==> config.mk <==
export PLATFORM = sky130hd
export DESIGN_NAME = ilod_decode
export DESIGN_NICKNAME = d
export VERILOG_FILES = /design/src/core/ilod_pkg.sv /design/src/core/ilod_ext_decode.sv /design/src/core/ilod_decode.sv
export VERILOG_INCLUDE_DIRS = /design/src /design/src/core
export SDC_FILE = /design/constraint.sdc
export NUM_CORES = 1
export LEC_CHECK = 0
export BUFFER_PORTS_ARGS = -buffer_cell sky130_fd_sc_hd__buf_4
export CAP_MARGIN = 0
export CORE_MARGIN = 1
export CORE_UTILIZATION = 44
export DETAILED_ROUTE_END_ITERATION = 10
export GPL_ROUTABILITY_DRIVEN = 0
export PLACE_DENSITY = 0.9
export SLEW_MARGIN = 25
export SYNTH_ARGS = -nofsm -noshare
export SYNTH_HDL_FRONTEND = slang
export SYNTH_SLANG_ARGS = --single-unit
==> constraint.sdc <==
create_clock -name clk -period 0.85 [get_ports clk]
set_input_delay 0.1275 -clock clk [delete_from_list [all_inputs] [get_ports clk]]
set_output_delay 0.1275 -clock clk [all_outputs]
set_load 0.03 [all_outputs]
==> src/core/ilod_consts.svh <==
// Constants for the indexed literal offset operand decoder
`ifndef ILOD_CONSTS_SVH
`define ILOD_CONSTS_SVH
`define ILOD_ADDR_W 12
`define ILOD_FIELD_W 8
`define ILOD_BANK_W 4
`define ILOD_OFFSET_MAX 8'h5f
`define ILOD_ACCESS_SPLIT 8'h60
`define ILOD_ACCESS_HIGH_BANK 4'hf
`define ILOD_OPC_W 16
`define ILOD_EXT_COUNT 4'h8
`define ILOD_EXT_PREFIX 8'he8
`define ILOD_EXT_PAGE_HI 15
`define ILOD_EXT_PAGE_LO 8
`define ILOD_EXT_SLOT_HI 7
`define ILOD_EXT_SLOT_LO 4
`define ILOD_ADDR_RST 12'h000
`define ILOD_MODE_RST 2'h0
`endif

==> src/core/ilod_pkg.sv <==
// Types for the indexed literal offset operand decoder
package ilod_pkg;
  typedef enum logic [1:0] {
    ILOD_MODE_ACCESS,
    ILOD_MODE_BANKED,
    ILOD_MODE_INDEXED
  } ilod_mode_e;
endpackage

==> src/core/ilod_ext_decode.sv <==
// Recogniser for the extension opcodes, gated by the shared enable
`include "ilod_consts.svh"
module ilod_ext_decode (
  // Clock and reset
  input wire logic clk,
  input wire logic rst_n,
  // Opcode in
  input wire logic [`ILOD_OPC_W-1:0] opcode,
  input wire logic ext_en,
  // Result
  output logic ext_hit_q
);
  logic page_w;
  logic slot_w;

  // Page and slot fields of the opcode
  assign page_w = opcode[`ILOD_EXT_PAGE_HI:`ILOD_EXT_PAGE_LO] == `ILOD_EXT_PREFIX;
  assign slot_w = opcode[`ILOD_EXT_SLOT_HI:`ILOD_EXT_SLOT_LO] < `ILOD_EXT_COUNT;

  // Extension opcodes sit in one page; only decoded when enabled
  always_ff @(posedge clk or negedge rst_n) begin
    if (!rst_n) begin
      ext_hit_q <= 1'b0;
    end else begin
      ext_hit_q <= ext_en && page_w && slot_w; // RQ7
    end
  end
endmodule

==> src/core/ilod_decode.sv <==
// Operand address resolution with indexed literal offset mode
// Notes on behaviour
// RQ1: Extension off, access bit 0: field is a literal access-bank location.
// RQ2: Extension off, access bit 1: bank select register chooses bank, field locates.
// RQ3: Extension on, access bit 0, field up to 5Fh: pointer plus field.
// RQ4: Fields above 5Fh keep literal addressing even when extension on.
// RQ5: Destination select behaves the same whether extension on or off.
// RQ6: Pointer at 00h makes offset mode match the plain access bank.
// RQ7: One enable adds the eight new opcodes and switches on offset mode.
// RQ8: Offset resolution applies to every byte and bit operation alike.
// RQ9: Extension on with access bit 1 uses bank select, no offset.
`include "ilod_consts.svh"
module ilod_decode (
  // Clock and reset
  input wire logic clk,
  input wire logic rst_n,
  // Instruction fields
  input wire logic [`ILOD_OPC_W-1:0] opcode,
  input wire logic instr_valid,
  input wire logic has_access_bit,
  input wire logic [`ILOD_FIELD_W-1:0] file_field,
  input wire logic access_sel,
  input wire logic dest_sel,
  // Core state
  input wire logic ext_en,
  input wire logic [`ILOD_ADDR_W-1:0] indexed_base_pointer,
  input wire logic [`ILOD_BANK_W-1:0] bank_select_register,
  // Results
  output logic [`ILOD_ADDR_W-1:0] eff_addr_q,
  output logic addr_valid_q,
  output logic dest_to_file_q,
  output logic [1:0] mode_q,
  output logic ext_opcode_q
);
  ilod_pkg::ilod_mode_e mode_d;
  logic [`ILOD_ADDR_W-1:0] addr_d;
  logic [`ILOD_ADDR_W-1:0] sum_w;
  logic take_w;

  // Offset add wraps in the data space; pointer is a full address
  // Carry out of the top bit is dropped: a stack near the top wraps round
  assign sum_w = indexed_base_pointer + {4'h0, file_field}; // RQ3

  // An operand is taken only from byte or bit operations carrying the access bit
  assign take_w = instr_valid && has_access_bit; // RQ8

  // Mode choice; one enable shared with the opcode recogniser
  // The access bit is tested first, so a set bit never takes an offset
  always_comb begin
    mode_d = ilod_pkg::ILOD_MODE_ACCESS; // RQ1
    if (access_sel) begin
      mode_d = ilod_pkg::ILOD_MODE_BANKED; // RQ2 RQ9
    end else if (ext_en && file_field <= `ILOD_OFFSET_MAX) begin
      mode_d = ilod_pkg::ILOD_MODE_INDEXED; // RQ3 RQ4 RQ7
    end
  end

  // Address formation; same path for every byte or bit operation
  always_comb begin
    case (mode_d)
      ilod_pkg::ILOD_MODE_BANKED: addr_d = {bank_select_register, file_field}; // RQ2 RQ9
      ilod_pkg::ILOD_MODE_INDEXED: addr_d = sum_w; // RQ3 RQ8
      ilod_pkg::ILOD_MODE_ACCESS: begin
        // Low part of access bank is bank 0, upper part is the SFR bank
        if (file_field < `ILOD_ACCESS_SPLIT) begin
          addr_d = {4'h0, file_field}; // RQ1 RQ6
        end else begin
          addr_d = {`ILOD_ACCESS_HIGH_BANK, file_field}; // RQ1 RQ4
        end
      end
      default: addr_d = {4'h0, file_field};
    endcase
  end

  // Registered address; held when no operand instruction
  // Holding the last address lets a later stage reuse it without a new decode
  always_ff @(posedge clk or negedge rst_n) begin
    if (!rst_n) begin
      eff_addr_q <= `ILOD_ADDR_RST;
      mode_q <= `ILOD_MODE_RST;
    end else if (take_w) begin
      eff_addr_q <= addr_d; // RQ8
      mode_q <= mode_d;
    end
  end

  // Valid strobe for the resolved address
  always_ff @(posedge clk or negedge rst_n) begin
    if (!rst_n) begin
      addr_valid_q <= 1'b0;
    end else begin
      addr_valid_q <= take_w; // RQ8
    end
  end

  // Destination passes through untouched by the extension
  always_ff @(posedge clk or negedge rst_n) begin
    if (!rst_n) begin
      dest_to_file_q <= 1'b0;
    end else if (instr_valid) begin
      dest_to_file_q <= dest_sel; // RQ5
    end
  end

  // New opcode recogniser, gated by the same enable
  ilod_ext_decode u_ext (
    .clk(clk),
    .rst_n(rst_n),
    .opcode(opcode),
    .ext_en(ext_en),
    .ext_hit_q(ext_opcode_q)
  );
endmodule

==> impl_results.md, run 1 <==
* Top cells by count, synth: 17 x a21oi_1, 17 x dfrtp_1, 16 x nand2_1
* Top cells by area, synth: dfrtp_1 37%, ha_1 8.6%, a21oi_1 7.3%
* EDFF count, synth at 0
* Die width at between 50 and 60 microns
* Syn Nets at 188
* Main synth FF type: dfrtp_1
* Die Ht at roughly 53 microns
* CTS Buffer Depth at 2
* Post-GRT worst EP: eff_addr_q[8]$_DFFE_PN0P_/D
* Flops & latches, synth at 17
* Ys async rst share at between 90% and 100%
* IO Pins at 64
* IO Port Bufs at between 50 and 60
* Synthesized instance count at about 130
* Cell Area, Synth at approximately 0.0012 sq mm
* Post-DP HPWL at ~3200 microns
* CTS Root Cell: clkbuf_4
* Mean Syn Cell Area at just under 9 sq um
* Clock sinks at 17
* FP Rows at 18
* WEP type: register input
* # H-tree levels at 1
* Last stage: 5_1_grt
* Post-synth top area share at a little over a third
* Synth cell types at 39
* First Err: [ERROR DPL-0038] Utilization greater than 100%, impossible to legalize
* TritonCTS Buffers at 3
* Seq/Total Area, Yosys at a little over a third
* Ys Warns at 0
* Area leader, netlist: dfrtp_1
* Largest net degree at the start of global routing at 18
* Status: did not finish
* Initial Util at a little under half
## kinds of logic after synthesis
kind of cell             count (synthesis)  share of synthesized area, %
AO/OA/AOI/OAI                           45                          24.5
XOR/XNOR                                 7                          5.27
adder cells (fa/ha/maj)                  9                          10.3
buffers and inverters                    7                          2.26
flip-flops                              17                          36.6
multiplexers                             3                          2.69
AND/OR/NAND/NOR                         44                          18.4
## through the flow
step | hold WS (ns) | util (%) | std cells | cell area, sq um | setup slack (ns)
after CTS | -0.0295 | 92.3 | 266 | 2290 | -0.709
after detailed placement | 0.00221 | 79.2 | 246 | 1960 | -1.09
after global placement | -0.0000442 | 79.2 | 246 | 1960 | -0.989
after floorplan | -0.168 | - | 132 | 1260 | -0.824
## timing repair
| item | in CTS |
|---|---|
| gates cloned | 1 |
| pin swaps | 31 |
| hold buffers | 1 |
| gates resized for setup | 40 |
| setup endpoints to repair | 29 |
| setup buffers | 14 |
| hold endpoints to repair | 18 |
==> inputs of run 2 (changes only) <==
--- a/config.mk
+++ b/config.mk
@@ -8,11 +8,11 @@
 export LEC_CHECK = 0
 export BUFFER_PORTS_ARGS = -buffer_cell sky130_fd_sc_hd__buf_4
 export CAP_MARGIN = 0
-export CORE_MARGIN = 1
-export CORE_UTILIZATION = 44
+export CORE_AREA = 2 2 63 65
 export DETAILED_ROUTE_END_ITERATION = 10
+export DIE_AREA = 0 0 65 67
 export GPL_ROUTABILITY_DRIVEN = 0
-export PLACE_DENSITY = 0.9
+export PLACE_DENSITY_LB_ADDON = 0.15
 export SLEW_MARGIN = 25
 export SYNTH_ARGS = -nofsm -noshare
 export SYNTH_HDL_FRONTEND = slang
==> impl_results.md, run 2 <==
* Slack of the worst reg-to-reg path at -0.04 ns
* Top cells by count, synth: 17 x a21oi_1, 17 x dfrtp_1, 16 x nand2_1 (unchanged)
* Area leader, netlist: dfrtp_1 (unchanged)
* Final hold vios at 0
* Drt first pass iters at 4
* Status: finished with violations (was did not finish)
* Final nets at about 290
* Cell Area, Synth at 0.00116 sq mm (unchanged)
* Worst Path Required at between 1 and 1.5 ns
* Most frequent cells in the layout: 70 x buf_4, 31 x buf_6, 16 x dfrtp_1
* CTS Buffer Depth at 2 (unchanged)
* # Max-Cap Violations at 0
* Clock Pin Slew Worst Setup and Hold Paths at ~0.07 ns
* Non-Filler Instances at 285
* EDFF count, synth at 0 (unchanged)
* Top cells by area, synth: dfrtp_1 37%, ha_1 8.6%, a21oi_1 7.3% (unchanged)
* Reg2reg start: dest_to_file_q
* Post-DRT Antenna Nets at 0
* R2R depth at 2
* Flops & latches, synth at 17 (unchanged)
* RR Endpoint: dest_to_file_q
* Reg area at around 430 sq um
* Largest reg by FF count: eff_addr_q
* Final worst slack at -0.838 ns
* Synthesized instance count at 132 (unchanged)
* Hold Slack at between 0.02 and 0.025 ns
* Setup TNS at -6.87 ns
* Pre-CTS WS at -1.06 ns (was -1.09 ns)
* Synthesis-to-layout area growth at 108%
* Vias/cell at about 4.8
* Largest register FFs at 12
* Core area at about 0.0036 sq mm
* First-pass GRT wire length at ~6300 microns
* Syn Nets at 188 (unchanged)
* Hold endpoint: u_ext.ext_hit_q
* Layout cells sized above 1 at 61.6%
* Clock sinks at 17 (unchanged)
* Synth cell types at 39 (unchanged)
* IO Port Bufs at 56 (unchanged)
* Vias in the first global route at 1394
* Unrepaired setup endpoints after global routing: true
* CTS Root Cell: clkbuf_8 (was clkbuf_4)
* # H-tree levels at 1 (unchanged)
* Setup CP Type: input pin to flop
* Footprint of the multi-input gates at around 950 sq um
* Post-DP HPWL at 2820 microns (was 3220 microns)
* Leak at 1.11 nW
* FP Rows at 22 (was 18)
* Largest regs: eff_addr_q (12), mode_q (2)
* Gr ovfl total at 0
* TritonCTS Buffers at 3 (unchanged)
* CP max-delay cell: fa_2
* Die width at 65 microns (was 53.4 microns)
* Routed WL at just under 4000 microns
* Die Ht at 67 microns (was 53.4 microns)
* IO Pins at 64 (unchanged)
* Slowest stage delay, CP at approximately 0.42 ns
* Mean Syn Cell Area at 8.82 sq um (unchanged)
* Fmax at around 590 MHz
* Final min period at 1.69 ns
* Max Slew Vio Count at 0
* WP data arrival at 1.88 ns
* Hold Path Stages at 2
* CTS tree: yes
* Seq/Total Area, Yosys at 36.6% (unchanged)
* Hold_sp: opcode[7]
* Clk Latency, worst-skew pair at 0.25 ns
* Commonest non-fill, non-tap cell in the layout: buf_4
* Ys async rst share at 100% (unchanged)
* Post-synth top area share at 36.6% (unchanged)
* Failing checks: setup timing
* CP top delay family: compound AO/OA/AOI/OAI gates
* # setup viols final at 30
* Tcrit/Tclk final at 199%
* Aggregate global-route resource usage at 18.7%
* Initial antenna violation count at 0
* Die footprint at between 0.004 and 0.005 sq mm
* Worst path cell trace: buf_8 > ha_4 > fa_2 > a211oi_4 > o21bai_2 > o22a_2 > xnor2_2 > o221ai_1 > o21a_1
* Largest net degree at the start of global routing at 18
* Worst Tran Pin Value at about 0.38 ns
* Routed wire length per instance at about 13 microns
* Setup Skew at 0 ns
* Sum of buffers and inverters on the critical path at 1
* Routed via count at 1375
* CP Max Fanout at 2
* Worst Setup End Kind: flop
* Initial Util at 32.3% (was 47.0%)
* Worst min path class: input pin to flop
* Fillers at ~310
* Critical path launch point type: input pin
* Placed cells at 266 (was 246)
* Ys Warns at 0 (unchanged)
* Peak VDD IR at approximately 0.68 mV
* Worst slew margin at roughly three quarters
* Starting DRT DRC Count at 27
* Main synth FF type: dfrtp_1 (unchanged)
* Final routed DRC violation total at 0
* PD cells at approximately 1300 mW/mm^2
* Total power at 0.00314 W
* Diode count at 0
run 2: cell counts after synthesis:
Identical to the previous run, type by type.
run 2: what timing repair did:
action	in CTS	in global routing
hold buffers	1	0
resized for setup	43	15
endpoints found under the setup margin	29	30
hold endpoints to repair	17	0
pin swaps	17	17
setup buffers	12	4
run 2: power breakdown:
part	switching [W]	leakage, nW	internal (W)
combinational	0.000718	0.892	0.000841
sequential	0.0000747	0.199	0.000910
clock	0.000270	0.0228	0.000332
run 2: how the worst max path moves through the flow:
stage	startpoint	endpoint	slack, ns	depth (start not counted)
2_1_floorplan	file_field[0]	eff_addr_q[8]	-0.82	8
3_3_place_gp	file_field[0]	eff_addr_q[8]	-1.02	9
3_5_place_dp	file_field[0]	eff_addr_q[8]	-1.06	9
4_1_cts	file_field[0]	eff_addr_q[8]	-0.74	9
5_1_grt	file_field[0]	eff_addr_q[8]	-0.92	9
6_report	file_field[0]	eff_addr_q[8]	-0.84	9
run 2: cell type report:
type / count / area share, %
Timing Repair Buffer: 104 / 38.1
Multi-Input combinational cell: 108 / 39.3
Tap cell: 48 / 2.49
Sequential cell: 17 / 17.7
Clock buffer: 4 / 1.87
Inverter: 4 / 0.622
run 2: metal layers:
metal | vias to the layer above | track usage (%) | part of all wire, %
met5 | - | 0 | 0
met1 | 642 | 21.9 | 42
met4 | 0 | 6.38 | 1.6
met2 | 36 | 35.7 | 53
li1 | 693 | - | -
met3 | 4 | 1.18 | 3.0
run 2: cell families (layout without fill, tap and decap cells):
logic type,Yosys count,in the layout,synth area share (%)
buffers and inverters,7,112,2.26
adder cells (fa/ha/maj),9,9,10.3
AND/OR/NAND/NOR,44,44,18.4
flip-flops,17,17,36.6
multiplexers,3,3,2.69
XOR/XNOR,7,7,5.27
AO/OA/AOI/OAI,45,45,24.5
run 2: worst reg2reg max path, stage by stage (launching register included):
cell     delay, ns
dfrtp_2       0.41
buf_6         0.11
mux2_4        0.25
run 2: through the flow:
stage | area, sq um | util, %
after floorplan | 1260 | -
after global placement | 1990 | 55.1
after detailed placement | 1990 | 55.1
after CTS | 2330 | 64.6
after global routing | 2410 | 67.0
final | 2410 | 67.0
No activity file was read; power rests on OpenSTA's default activity.
